### src/rtl/uff_pkg.sv
// package: shared constants and types for the upstream frame fragmenter
package uff_pkg;
   // ====================================================
   // widths
   localparam int LEN_W = 16;
   localparam int SID_W = 4;
   localparam int SEQ_W = 4;
   localparam int RTY_W = 4;
   localparam int REQ_W = 8;
   localparam int TMR_W = 16;
   // ====================================================
   // overhead and sizing
   localparam logic [LEN_W-1:0] FRAG_OVH = 16'h0010; // header + header check + crc
   localparam logic [LEN_W-1:0] PHY_OVH_DEF = 16'h0008;
   localparam logic [LEN_W-1:0] MSLOT_BYTES_DEF = 16'h0010;
   localparam logic [RTY_W-1:0] RETRY_MAX_DEF = 4'h8;
   // ack time in ns and derived cycle count at 100 MHz (longest time: rounds down)
   localparam int ACK_TIME_NS = 20000;
   localparam int CLK_PERIOD_NS = 10;
   localparam int ACK_CYC = ACK_TIME_NS / CLK_PERIOD_NS;
   localparam logic [TMR_W-1:0] BACKOFF_CYC = 16'h0040;
   // header flag positions in the flag output
   localparam int FLG_FIRST = 1;
   localparam int FLG_LAST = 0;
   // ====================================================
   // fragmenter states
   typedef enum logic [2:0] {
      UFF_IDLE = 3'b000,
      UFF_REQ = 3'b001,
      UFF_WAIT = 3'b010,
      UFF_SEND = 3'b011,
      UFF_BACKOFF = 3'b100
   } uff_state_t;
endpackage

### src/rtl/uff_fifo.sv
// fifo holding fragment payload bytes on their way to the upstream transmitter
`timescale 1ns/10ps
module uff_fifo #(
   parameter int WIDTH = 8,
   parameter int DEPTH = 8
) (
   // clock and reset
   input wire logic sys_clk,
   input wire logic rst_n,
   // fill side
   input wire logic in_valid,
   output logic in_ready,
   input wire logic [WIDTH-1:0] in_data,
   // drain side
   output logic out_valid,
   input wire logic out_ready,
   output logic [WIDTH-1:0] out_data,
   // flush drops everything stored
   input wire logic flush
);
   localparam int AW = $clog2(DEPTH);
   logic [WIDTH-1:0] mem_r [DEPTH];
   logic [AW:0] wp_r, wp_nxt, rp_r, rp_nxt;
   logic [WIDTH-1:0] dout_r, dout_nxt;
   logic dv_r, dv_nxt;
   logic do_wr, do_rd, empty;

   // ====================================================
   // pointers; read data held in a register slot in front of memory
   always_comb begin
      empty = (wp_r == rp_r);
      in_ready = !((wp_r[AW-1:0] == rp_r[AW-1:0]) && (wp_r[AW] != rp_r[AW]));
      do_wr = in_valid && in_ready && !flush;
      do_rd = !empty && (!dv_r || out_ready) && !flush;
      wp_nxt = flush ? '0 : wp_r + (AW+1)'(do_wr);
      rp_nxt = flush ? '0 : rp_r + (AW+1)'(do_rd);
      dv_nxt = flush ? 1'b0 : (do_rd ? 1'b1 : (out_ready ? 1'b0 : dv_r));
      dout_nxt = do_rd ? mem_r[rp_r[AW-1:0]] : dout_r;
      out_valid = dv_r;
      out_data = dout_r;
   end

   always_ff @(posedge sys_clk or negedge rst_n) begin
      if (!rst_n) begin
         wp_r <= '0;
         rp_r <= '0;
         dv_r <= 1'b0;
         dout_r <= '0;
      end else begin
         wp_r <= wp_nxt;
         rp_r <= rp_nxt;
         dv_r <= dv_nxt;
         dout_r <= dout_nxt;
      end
   end

   // storage has no reset so it maps to plain ram
   always_ff @(posedge sys_clk) begin
      if (do_wr) begin
         mem_r[wp_r[AW-1:0]] <= in_data;
      end
   end
endmodule

### src/rtl/uff_fragmenter.sv
// upstream frame fragmenter: cuts queued frames into fragments to fit partial grants
`timescale 1ns/10ps
module uff_fragmenter
   import uff_pkg::*;
#(
   parameter int NSID = 1 << uff_pkg::SID_W,
   parameter int ACK_CYCLES = uff_pkg::ACK_CYC,
   parameter int FIFO_DEPTH = 8
) (
   // clock and reset
   input wire logic sys_clk,
   input wire logic rst_n,
   // configuration
   input wire logic frag_en_modem,
   input wire logic [NSID-1:0] frag_en_flow,
   input wire logic [uff_pkg::LEN_W-1:0] phy_ovh,
   input wire logic [uff_pkg::LEN_W-1:0] mslot_bytes,
   input wire logic [uff_pkg::RTY_W-1:0] retry_max,
   // frame offered by the queue (one frame at a time)
   input wire logic frame_valid,
   input wire logic [uff_pkg::SID_W-1:0] frame_sid,
   input wire logic [uff_pkg::LEN_W-1:0] frame_len,
   input wire logic frame_immediate,
   input wire logic next_frame_pending,
   input wire logic [uff_pkg::LEN_W-1:0] next_frame_len,
   output logic frame_done,
   output logic frame_dropped,
   // allocation map events
   input wire logic map_valid,
   input wire logic [uff_pkg::SID_W-1:0] map_sid,
   input wire logic [uff_pkg::LEN_W-1:0] grant_bytes,
   input wire logic grant_pending,
   input wire logic later_grant_queued,
   // payload bytes from the frame store
   input wire logic pay_valid,
   input wire logic [7:0] pay_data,
   output logic pay_ready,
   // request channel to the contention/request path
   output logic req_valid,
   output logic [uff_pkg::SID_W-1:0] req_sid,
   output logic [uff_pkg::REQ_W-1:0] req_mslots,
   // fragment header descriptor toward the transmitter
   output logic hdr_valid,
   output logic [uff_pkg::SID_W-1:0] hdr_sid,
   output logic [1:0] hdr_flags,
   output logic [uff_pkg::SEQ_W-1:0] hdr_seq,
   output logic [uff_pkg::REQ_W-1:0] hdr_piggyback,
   output logic [uff_pkg::LEN_W-1:0] hdr_payload_len,
   output logic hdr_fragmented,
   output logic [uff_pkg::LEN_W-1:0] crypt_start,
   // payload bytes toward the transmitter
   output logic tx_valid,
   output logic [7:0] tx_data,
   input wire logic tx_ready
);
   import uff_pkg::*;

   // ====================================================
   // helpers
   // bytes to mini-slots, rounded up
   function automatic logic [REQ_W-1:0] to_mslots(input logic [LEN_W-1:0] bytes,
                                                  input logic [LEN_W-1:0] msb);
      logic [LEN_W-1:0] q;
      q = (msb == '0) ? bytes : (bytes + msb - 16'h0001) / msb;
      to_mslots = (q > 16'h00ff) ? 8'hff : q[REQ_W-1:0];
   endfunction

   // ====================================================
   // per-flow state (sequence numbers and in-progress flag)
   logic [SEQ_W-1:0] seq_r [NSID];
   logic [SEQ_W-1:0] seq_nxt [NSID];
   logic [NSID-1:0] infrag_r, infrag_nxt;

   // ====================================================
   // transfer state
   uff_state_t st_r, st_nxt;
   logic [LEN_W-1:0] remain_r, remain_nxt; // untransmitted payload bytes
   logic [LEN_W-1:0] send_r, send_nxt; // bytes left to move this grant
   logic [SID_W-1:0] sid_r, sid_nxt;
   logic [RTY_W-1:0] rty_r, rty_nxt;
   logic [TMR_W-1:0] tmr_r, tmr_nxt;
   logic req_valid_r, req_valid_nxt;
   logic [REQ_W-1:0] req_mslots_r, req_mslots_nxt;
   logic hdr_valid_r, hdr_valid_nxt;
   logic [1:0] hdr_flags_r, hdr_flags_nxt;
   logic [SEQ_W-1:0] hdr_seq_r, hdr_seq_nxt;
   logic [REQ_W-1:0] hdr_pb_r, hdr_pb_nxt;
   logic [LEN_W-1:0] hdr_len_r, hdr_len_nxt;
   logic hdr_frag_r, hdr_frag_nxt;
   logic [LEN_W-1:0] crypt_r, crypt_nxt;
   logic done_r, done_nxt, drop_r, drop_nxt, flush_r, flush_nxt;
   logic fifo_in_ready;
   logic [LEN_W-1:0] fit, rem_after, full_need;
   logic grant_hit, moving;

   always_comb begin
      st_nxt = st_r;
      remain_nxt = remain_r;
      send_nxt = send_r;
      sid_nxt = sid_r;
      rty_nxt = rty_r;
      tmr_nxt = tmr_r;
      infrag_nxt = infrag_r;
      seq_nxt = seq_r;
      req_valid_nxt = 1'b0;
      req_mslots_nxt = req_mslots_r;
      hdr_valid_nxt = 1'b0;
      hdr_flags_nxt = hdr_flags_r;
      hdr_seq_nxt = hdr_seq_r;
      hdr_pb_nxt = hdr_pb_r;
      hdr_len_nxt = hdr_len_r;
      hdr_frag_nxt = hdr_frag_r;
      crypt_nxt = crypt_r;
      done_nxt = 1'b0;
      drop_nxt = 1'b0;
      flush_nxt = 1'b0;
      grant_hit = map_valid && (map_sid == sid_r);
      // payload that fits after fragment and phy overhead
      fit = (grant_bytes > FRAG_OVH + phy_ovh) ? grant_bytes - FRAG_OVH - phy_ovh : '0;
      full_need = remain_r + phy_ovh;
      rem_after = (remain_r > fit) ? remain_r - fit : '0;
      moving = (send_r != '0) && pay_valid && fifo_in_ready;
      pay_ready = (st_r == UFF_SEND) && (send_r != '0) && fifo_in_ready;
      case (st_r)
         UFF_IDLE: begin
            if (frame_valid) begin
               sid_nxt = frame_sid;
               remain_nxt = frame_len;
               rty_nxt = '0;
               st_nxt = UFF_REQ;
            end
         end
         UFF_REQ: begin
            // remainder request carries the fragment overhead once fragmented
            req_valid_nxt = 1'b1;
            req_mslots_nxt = to_mslots(infrag_r[sid_r] ? remain_r + FRAG_OVH + phy_ovh : full_need,
                                       mslot_bytes);
            tmr_nxt = TMR_W'(ACK_CYCLES);
            st_nxt = UFF_WAIT;
         end
         UFF_WAIT: begin
            tmr_nxt = tmr_r - 16'h0001;
            if (grant_hit && grant_bytes != '0) begin
               rty_nxt = '0;
               // partial grant on an enabled flow starts or continues fragmentation
               if (frag_en_modem && frag_en_flow[sid_r] && !frame_immediate &&
                   (infrag_r[sid_r] ? remain_r + FRAG_OVH + phy_ovh > grant_bytes
                                    : full_need > grant_bytes) && fit != '0) begin
                  hdr_frag_nxt = 1'b1;
                  hdr_len_nxt = (remain_r > fit) ? fit : remain_r;
                  // flags by position within the frame
                  hdr_flags_nxt[FLG_FIRST] = !infrag_r[sid_r] && (rem_after != '0);
                  hdr_flags_nxt[FLG_LAST] = infrag_r[sid_r] && (rem_after == '0);
                  hdr_seq_nxt = seq_r[sid_r];
                  seq_nxt[sid_r] = seq_r[sid_r] + 4'h1;
                  infrag_nxt[sid_r] = (rem_after != '0);
                  // piggyback only when nothing later is known for this flow
                  if (grant_pending || later_grant_queued) begin
                     hdr_pb_nxt = '0;
                  end else if (rem_after != '0) begin
                     hdr_pb_nxt = to_mslots(rem_after + FRAG_OVH + phy_ovh, mslot_bytes);
                  end else begin
                     hdr_pb_nxt = next_frame_pending ? to_mslots(next_frame_len + phy_ovh, mslot_bytes) : '0;
                  end
                  crypt_nxt = '0; // encryption starts just after the header check, through the crc
                  send_nxt = hdr_len_nxt;
                  remain_nxt = rem_after;
               end else if (grant_bytes >= (infrag_r[sid_r] ? remain_r + FRAG_OVH + phy_ovh : full_need)) begin
                  // whole remainder fits
                  hdr_frag_nxt = infrag_r[sid_r];
                  hdr_flags_nxt = infrag_r[sid_r] ? 2'h1 : 2'h0;
                  hdr_seq_nxt = seq_r[sid_r];
                  if (infrag_r[sid_r]) begin
                     seq_nxt[sid_r] = seq_r[sid_r] + 4'h1;
                  end
                  infrag_nxt[sid_r] = 1'b0;
                  hdr_len_nxt = remain_r;
                  hdr_pb_nxt = (grant_pending || later_grant_queued || !next_frame_pending) ? '0
                               : to_mslots(next_frame_len + phy_ovh, mslot_bytes);
                  crypt_nxt = '0;
                  send_nxt = remain_r;
                  remain_nxt = '0;
               end
               hdr_valid_nxt = (send_nxt != '0);
               st_nxt = (send_nxt != '0) ? UFF_SEND : UFF_WAIT;
            end else if (grant_hit && grant_pending) begin
               tmr_nxt = TMR_W'(ACK_CYCLES); // pending keeps the wait alive
            end else if (tmr_r == '0) begin
               // ack time lapsed with no grant or pending
               if (rty_r >= retry_max) begin
                  drop_nxt = 1'b1;
                  flush_nxt = 1'b1;
                  infrag_nxt[sid_r] = 1'b0;
                  st_nxt = UFF_IDLE;
               end else begin
                  rty_nxt = rty_r + 4'h1;
                  tmr_nxt = BACKOFF_CYC;
                  st_nxt = UFF_BACKOFF;
               end
            end
         end
         UFF_BACKOFF: begin
            tmr_nxt = tmr_r - 16'h0001;
            if (tmr_r == '0) begin
               st_nxt = UFF_REQ;
            end
         end
         UFF_SEND: begin
            if (moving) begin
               send_nxt = send_r - 16'h0001;
            end
            if (send_nxt == '0) begin
               if (remain_r == '0) begin
                  done_nxt = 1'b1;
                  st_nxt = UFF_IDLE;
               end else begin
                  // wait for next grant; piggyback or pending covers the request
                  tmr_nxt = TMR_W'(ACK_CYCLES);
                  st_nxt = UFF_WAIT;
               end
            end
         end
         default: st_nxt = UFF_IDLE;
      endcase
   end

   always_ff @(posedge sys_clk or negedge rst_n) begin
      if (!rst_n) begin
         st_r <= UFF_IDLE;
         remain_r <= '0;
         send_r <= '0;
         sid_r <= '0;
         rty_r <= '0;
         tmr_r <= '0;
         infrag_r <= '0;
         for (int i = 0; i < NSID; i++) begin
            seq_r[i] <= '0;
         end
         req_valid_r <= 1'b0;
         req_mslots_r <= '0;
         hdr_valid_r <= 1'b0;
         hdr_flags_r <= '0;
         hdr_seq_r <= '0;
         hdr_pb_r <= '0;
         hdr_len_r <= '0;
         hdr_frag_r <= 1'b0;
         crypt_r <= '0;
         done_r <= 1'b0;
         drop_r <= 1'b0;
         flush_r <= 1'b0;
      end else begin
         st_r <= st_nxt;
         remain_r <= remain_nxt;
         send_r <= send_nxt;
         sid_r <= sid_nxt;
         rty_r <= rty_nxt;
         tmr_r <= tmr_nxt;
         infrag_r <= infrag_nxt;
         seq_r <= seq_nxt;
         req_valid_r <= req_valid_nxt;
         req_mslots_r <= req_mslots_nxt;
         hdr_valid_r <= hdr_valid_nxt;
         hdr_flags_r <= hdr_flags_nxt;
         hdr_seq_r <= hdr_seq_nxt;
         hdr_pb_r <= hdr_pb_nxt;
         hdr_len_r <= hdr_len_nxt;
         hdr_frag_r <= hdr_frag_nxt;
         crypt_r <= crypt_nxt;
         done_r <= done_nxt;
         drop_r <= drop_nxt;
         flush_r <= flush_nxt;
      end
   end

   // ====================================================
   // output wiring, all from flip-flops
   assign req_valid = req_valid_r;
   assign req_sid = sid_r;
   assign req_mslots = req_mslots_r;
   assign hdr_valid = hdr_valid_r;
   assign hdr_sid = sid_r;
   assign hdr_flags = hdr_flags_r;
   assign hdr_seq = hdr_seq_r;
   assign hdr_piggyback = hdr_pb_r;
   assign hdr_payload_len = hdr_len_r;
   assign hdr_fragmented = hdr_frag_r;
   assign crypt_start = crypt_r;
   assign frame_done = done_r;
   assign frame_dropped = drop_r;

   // ====================================================
   // payload buffer; a stalled transmitter back-pressures the frame store
   uff_fifo #(
      .WIDTH(8),
      .DEPTH(FIFO_DEPTH)
   ) u_fifo (
      .sys_clk(sys_clk),
      .rst_n(rst_n),
      .in_valid(pay_valid && (st_r == UFF_SEND) && (send_r != '0)),
      .in_ready(fifo_in_ready),
      .in_data(pay_data),
      .out_valid(tx_valid),
      .out_ready(tx_ready),
      .out_data(tx_data),
      .flush(flush_r)
   );
endmodule

### config.mk
export PLATFORM = sky130hd
export DESIGN_NAME = uff_fragmenter
export DESIGN_NICKNAME = d
export VERILOG_FILES = /design/src/rtl/uff_pkg.sv /design/src/rtl/uff_fifo.sv /design/src/rtl/uff_fragmenter.sv
export SDC_FILE = /design/constraint.sdc
export NUM_CORES = 2
export LEC_CHECK = 0
export ABC_AREA = 1
export CAP_MARGIN = 20
export CORE_MARGIN = 1
export CORE_UTILIZATION = 30
export DETAILED_ROUTE_END_ITERATION = 10
export DONT_BUFFER_PORTS = 1
export PLACE_DENSITY_LB_ADDON = 0.08
export RECOVER_POWER = 25
export SETUP_SLACK_MARGIN = 0.3
export SKIP_LAST_GASP = 1
export SYNTH_ARGS = -nofsm -noshare
export SYNTH_HDL_FRONTEND = slang
export SYNTH_SLANG_ARGS = --single-unit
export TNS_END_PERCENT = 10
### constraint.sdc
create_clock -name sys_clk -period 59.9 [get_ports sys_clk]
set_input_delay 11.98 -clock sys_clk [delete_from_list [all_inputs] [get_ports sys_clk]]
set_output_delay 11.98 -clock sys_clk [all_outputs]
set_load 0.01 [all_outputs]
======== After elaboration in Yosys (flattened, before gate mapping) ========
Memory sizes are Yosys's and may differ from the RTL's. A register that Yosys moved wholly into a read port is not among the register bits.
Index checks and enable logic that the tools add are counted.
W data, S select, Z words.
operators by class
  $add $sub $neg .......................... 22
  $mul .................................... 0
  divide/modulo/power cells ............... 3
  $lt $le $gt $ge ......................... 13
  equality and inequality tests ........... 19
  shift operators ......................... 0
  mux-type cells .......................... 103
  bitwise gates (word level) .............. 3
  reduce and logical (&&, ||, !) cells .... 61
operators by type and width
  cell                     count
  $mux W16                 33
  $mux W64                 3
  $add A16 B16 Y16         7
  $logic_not A16 Y1        5
  $reduce_bool A16 Y1      5
  $sub A16 B1 Y16 const B  5
  $mux W8                  9
  $bwmux W64               1
  $gt A16 B16 Y1           4
  $pmux W16 S2             2
  $pmux W16 S4             1
  $div A16 B16 Y16         3
  $gt A16 B8 Y1 const B    3
  $mux W4                  12
  $add A16 B5 Y16 const B  2
  $sub A16 B16 Y16         2
  $mux W1                  24
  $logic_and A1 B1 Y1      22
  $mux W3                  7
  $add A5 B16 Y16 const A  1
  $and A16 B16 Y16         1
  $bmux W4 S4              1
  $bwmux W16               1
  $demux W4 S4             1
  other kinds (36)         69
storage, ports and cells
  register bits after elaboration ......... 207
  latch bits .............................. 0
  RAM bits ................................ 64
  bits in read-only memories .............. 0
  input bits .............................. 127
  output and inout bits ................... 77
  word-level logic and storage cells ...... 262
  memories kept ........................... 1
memories
  memory        words  width  read ports  clocked after memory_dff  write ports  RTL line        source
  u_fifo.mem_r  8      8      1           1                         1            uff_fifo.sv:22  logic [WIDTH-1:0] mem_r [DEPTH];

======== Logic depth before layout (Yosys ltp) ========
  depth after elaboration ................. 16
  depth in mapped cells ................... 271
  mapped depth without buffers ............ 263

======== Hierarchy ========
From an unflattened synthesis, not the netlist that was laid out.
second synthesis, totals
  cells, all modules ...................... 6,230
  area total of the unflattened synthesis .. 41,790.1 um^2
by module, submodules not included
  module          times used  cells each  area each (um^2)  sequential area each (um^2)
  uff_fragmenter  1           5,918       38,330.5          4,554.4
  uff_fifo        1           312         3,459.6           2,347.3

======== Worst setup path before layout ========
Ideal clock, no wire load.
  path type ............................... input to register
  from .................................... in phy_ovh[1] (netlist name)
  to ...................................... reg hdr_pb_r[0] (netlist: hdr_piggyback[0])
  setup time .............................. 0.079 ns
  data arrival time ....................... 45.211 ns
  data required time ...................... 59.821 ns
  path slack .............................. 14.610 ns
  cell stages on the path ................. 264
  buffers on the path ..................... 9
  cell sequence ........................... inv_1 -> ha_1 -> ha_1 -> fa_1 -> nand2_1 -> o21ai_1 -> a21oi_1 -> o21ai_1 -> nand2_1 -> nand2_1 -> a21oi_1 -> nor2_1 -> o21ai_1 -> nand2_1 -> nand2_1 -> nand2_1 -> nand2_1 -> nand2_1 -> [228 not listed] -> nand3_1 -> inv_1 -> buf_1 -> nand2_1 -> o21ai_0 -> ha_1 -> nand2_1 -> o21ai_0 -> nand2_1 -> a21boi_0 -> o211ai_1 -> nand2_1 -> a21oi_1 -> o311ai_0 -> o21ai_0 -> nand3_1 -> nand3_1 -> a2bb2oi_1
between the ends
  longest elaborated chain between the ends .. 16
  elaborated cells on any way between the ends .. 41
  classes of those cells .................. 12 x add/sub; 2 x div; 7 x order compare; 14 x mux; 6 x reduce/logical
ends and longest elaborated chain
  element                                             RTL line               source
  from (decl)                                         uff_fragmenter.sv:16   input wire logic [uff_pkg::LEN_W-1:0] phy_ovh,
  $add A5 B16 Y16                                     uff_fragmenter.sv:119  fit = (grant_bytes > FRAG_OVH + phy_ovh) ? grant_bytes - FRAG_OVH - phy_ovh : '0;
  $gt A16 B16 Y1                                      uff_fragmenter.sv:119
  $mux W16                                            uff_fragmenter.sv:119
  $sub A16 B16 Y16 or $gt A16 B16 Y1 (tied branches)  uff_fragmenter.sv:121  rem_after = (remain_r > fit) ? remain_r - fit : '0;
  $mux W16                                            uff_fragmenter.sv:121
  $add A16 B5 Y16                                     uff_fragmenter.sv:161  hdr_pb_nxt = to_mslots(rem_after + FRAG_OVH + phy_ovh, mslot_bytes);
  $add A16 B16 Y16                                    uff_fragmenter.sv:161
  $add A16 B16 Y16                                    uff_fragmenter.sv:64   q = (msb == '0) ? bytes : (bytes + msb - 16'h0001) / msb;
  $sub A16 B1 Y16                                     uff_fragmenter.sv:64
  $div A16 B16 Y16                                    uff_fragmenter.sv:64
  $mux W16                                            uff_fragmenter.sv:64
  $gt A16 B8 Y1                                       uff_fragmenter.sv:65   to_mslots = (q > 16'h00ff) ? 8'hff : q[REQ_W-1:0];
  $mux W8                                             uff_fragmenter.sv:65
  $mux W8                                             uff_fragmenter.sv:160  end else if (rem_after != '0) begin
  $mux W8                                             uff_fragmenter.sv:158  if (grant_pending || later_grant_queued) begin
  $mux W8                                             uff_fragmenter.sv:146  if (frag_en_modem && frag_en_flow[sid_r] && !frame_immediate &&
  to (signal assigned)                                uff_fragmenter.sv:265  hdr_pb_r <= hdr_pb_nxt;
  to (decl)                                           uff_fragmenter.sv:87   logic [REQ_W-1:0] hdr_pb_r, hdr_pb_nxt;
Parallel ways exist; a longest one is shown, timed or not. The select of a mux whose other input is x is not followed.
A chain may end at the register's enable or synchronous reset.

======== Worst setup path in the final report ========
  from .................................... in phy_ovh[4] (netlist name)
  to ...................................... reg hdr_pb_r[0] (netlist: hdr_piggyback[0])
Same word-level chain as after synthesis.

==> run_results.csv <==
group,metric,value,unit
outcome,outcome,"finished clean",
logic_synthesis,netlist_area,41380,um^2
die,initial_core_util,0.3039,
place,pre_cts_ws,7506,ps
logic_synthesis,ys_warn_count,0,
clock_network,post_cts_buffers,0,
setup_path,critical_path.max_fanout,20,
routing,totalWireLength,152600,um
clock_network,clockRootBuffer,"clkbuf_16",
setup_path,cp-end-kind,"register",
finish,drive_gt1_frac,0.05379,
setup_path,reg2reg_depth,240,
finish,layout_commonest_cell,"nand2_1",
die,ios,204,
logic_synthesis,synth_cells,6085,
logic_synthesis,yosysSeqAreaShare,0.1668,
timing,rsz0062_at_grt,"false",
timing,final_hold_viol_count,0,
logic_synthesis,yosys.area.top_type,"ha_1",
finish,fin_nets,6897,
logic_synthesis,synth.avg_cell_area,6.800,um^2
finish,postLayoutCoreUtil,0.3261,
finish,fillers,15000,
finish,area_delta_synth_final,7.294,%
logic_synthesis,ys.flop_type,"dfrtp_1",
clock_network,htreeDepth,1,
routing,viasPerCell,5.028,
die,rows,135,
setup_path,cp.arrival,52680,ps
timing,relSlewSlack,0.3737,
logic_synthesis,synth_cell_types,75,
setup_path,path_buf_inv,27,
place,place_area,43500,um^2
die,dieArea,139400,um^2
timing,finalSetupViolCount,0,
clock_network,worstSkewPairLatency,580,ps
routing,drt_iter0_markers,2270,
worst_hold_path,hold_depth,2,
global_routing,grtUsageTotal,0.2150,
global_routing,grt_max_degree,200,
logic_synthesis,synth.top_cells.by_area,"ha_1, nand2_1, dfrtp_1",
setup_path,slowest_stage,"a2111oi_2",
routing,ant_nets,0,
timing,worstMarginPinSlew,933.2,ps
worst_hold_path,hp-start,"seq_r[9]$_DFFE_PN0P_",
place,numPortBuffers,0,
logic_synthesis,async_flop_share,0.7567,
die,die_y,373.4,um
setup_path,worstSetupPathType,"in2reg",
run,max_cap_violations,0,
clock_network,clk_pin_slew,60,ps
timing,fin_skew,30.19,ps
timing,tns,0,ps
setup_path,reg2reg_slack,21420,ps
worst_hold_path,whs_endpoint,"seq_r[9]$_DFFE_PN0P_",
setup_path,start_kind,"input port",
finish,multi_input_area,30740,um^2
die,core,136100,um^2
clock_network,cts_buffers,29,
timing,setup_slack,7724,ps
global_routing,grt_pass1_wl,233000,um
timing,layout_min_cycle_time,52180,ps
clock_network,clock_tree.buffer_depth,3,
setup_path,critPathRequiredTime,60400,ps
global_routing,first_global_vias,39020,
setup_path,cpMostUsedCell,"nand2_1",
worst_hold_path,hold_class,"reg2reg",
clock_network,cts_resized,0,
timing,fmax,0.01917,GHz
logic_synthesis,synth_seq_cells,263,
logic_synthesis,synth_top_area_frac,0.2086,
finish,final_area,44400,um^2
logic_synthesis,synth_edf_count,64,
finish,final_cell_mix,"nand2_1, inv_1, ha_1",
global_routing,grt_overflow_total,0,
routing,drc,0,
global_routing,antenna_found_initial,12,
place,dpl.hpwl,123200,um
routing,num_vias,39550,
timing,min_period_over_period,0.8711,
clock_network,holdBufCountCts,0,
setup_path,r2r_start,"remain_r[0]$_DFFE_PN0P_",
setup_path,worstSetupStartpoint,"phy_ovh[4]",
routing,post_drt_wl_per_cell,19.41,um
setup_path,critPathTopFamily,"compound AO/OA/AOI/OAI gates",
place,gp_congestion,0.8903,
die,dieWidth,373.4,um
clock_network,cts.sinks,263,
setup_path,cpPeakStageDelay,580,ps
timing,maxSlewViolCount,0,
routing,drtPass1Iterations,7,
finish,ff_latch_area,6902,um^2
setup_path,r2r-end,"hdr_piggyback[0]$_DFFE_PN0P_",
clock_network,cts_tree,"built",
-- metal layers --
metal / part of all wire / GRT usage / vias up
li1: - / - / 20370
met1: 0.46 / 0.2803 / 18380
met2: 0.47 / 0.3717 / 652
met3: 0.040 / 0.02522 / 154
met4: 0.029 / 0.05862 / 8
met5: 0.00033 / 0 / -
-- cells by family (layout without fill, tap and decap cells) --
family                     Yosys count  after routing  synth area share
buffers and inverters              981            960           0.09274
adders and majority gates          713            713            0.2198
and+or+nand+nor                   2475           2475            0.2553
xor gates and xnor gates           351            351           0.07430
other                                1             22        0.00009063
AOI/OAI and AO/OA                 1292           1292            0.1888
DFF                                263            263            0.1668
muxes                                9              9          0.002207
-- per-stage QoR --
step / cells / hold WS, ps
after floorplan: 6100 / 453.4
after global placement: 7806 / 466.9
after detailed placement: 7807 / 474.1
after CTS: 7860 / 490.1
after global routing: 7865 / 509.0
final: 7866 / 485.2
-- flip-flops by register name (all words and copies together), names as in the netlist --
register,flops
infrag_r,16
flush_r,1
u_fifo.wp_r,4
tmr_r,16
hdr_piggyback,8
frame_done,1
hdr_sid,4
hdr_flags,2
hdr_seq,4
u_fifo.mem_r,64
remain_r,16
rty_r,4
req_valid,1
hdr_valid,1
u_fifo.out_data,8
u_fifo.rp_r,4
send_r,16
hdr_fragmented,1
seq_r,64
u_fifo.out_valid,1
req_mslots,8
st_r,3
hdr_payload_len,16
-- synthesized netlist by cell type (all sizes together) (3+ instances only) --
| cell | instances |
|---|---|
| a22o | 3 |
| and2 | 23 |
| o21bai | 43 |
| nand2 | 1435 |
| o211ai | 20 |
| mux2i | 8 |
| or4 | 4 |
| nand4 | 52 |
| nand3b | 17 |
| nor3b | 7 |
| a2bb2oi | 10 |
| o2111ai | 10 |
| buf | 67 |
| o21a | 19 |
| clkinv | 3 |
| dfrtp | 199 |
| xor2 | 204 |
| or2 | 85 |
| o41ai | 3 |
| o32ai | 18 |
| a22oi | 32 |
| o221ai | 10 |
| a31oi | 36 |
| o22ai | 20 |
| edfxtp | 64 |
| a21oi | 394 |
| xnor2 | 147 |
| a221oi | 7 |
| a21o | 98 |
| nor3 | 92 |
| clkbuf | 64 |
| a31o | 10 |
| o31ai | 22 |
| nor4 | 29 |
| nand3 | 315 |
| a21boi | 9 |
| nor2 | 411 |
| a211oi | 32 |
| inv | 847 |
| fa | 23 |
| ha | 690 |
| o21ai | 488 |
-- final cells by class --
class | instances | share of cell area
Multi-Input combinational cell | 4856 | 0.6925
Sequential cell | 263 | 0.1555
Inverter | 850 | 0.07187
Tap cell | 1781 | 0.05019
Clock buffer | 42 | 0.01790
Timing Repair Buffer | 57 | 0.009921
Clock inverter | 11 | 0.001832
Antenna cell | 6 | 0.0003382
-- worst reg2reg max path: cells and delay by family (launching register included) --
family / cells / cell delay, ps
AOI/OAI and AO/OA: 90 / 16250
and+or+nand+nor: 99 / 10400
adders and majority gates: 22 / 7000
buffers and inverters: 28 / 4200
DFF: 1 / 470
xor gates and xnor gates: 1 / 90
-- how the worst max path moves through the flow --
stage                                              end  slack, ps  cells past startpoint
after global routing      hdr_piggyback[0]$_DFFE_PN0P_       3180                    252
after CTS                 hdr_piggyback[0]$_DFFE_PN0P_       7890                    252
after detailed placement  hdr_piggyback[0]$_DFFE_PN0P_       7510                    252
final                     hdr_piggyback[0]$_DFFE_PN0P_       7720                    252
after global placement    hdr_piggyback[0]$_DFFE_PN0P_       6690                    251
after floorplan           hdr_piggyback[0]$_DFFE_PN0P_      14610                    264
Power is left out: the tool's default activity adds up to more than one toggle a clock period on the data nets, which glitch-free logic cannot reach.
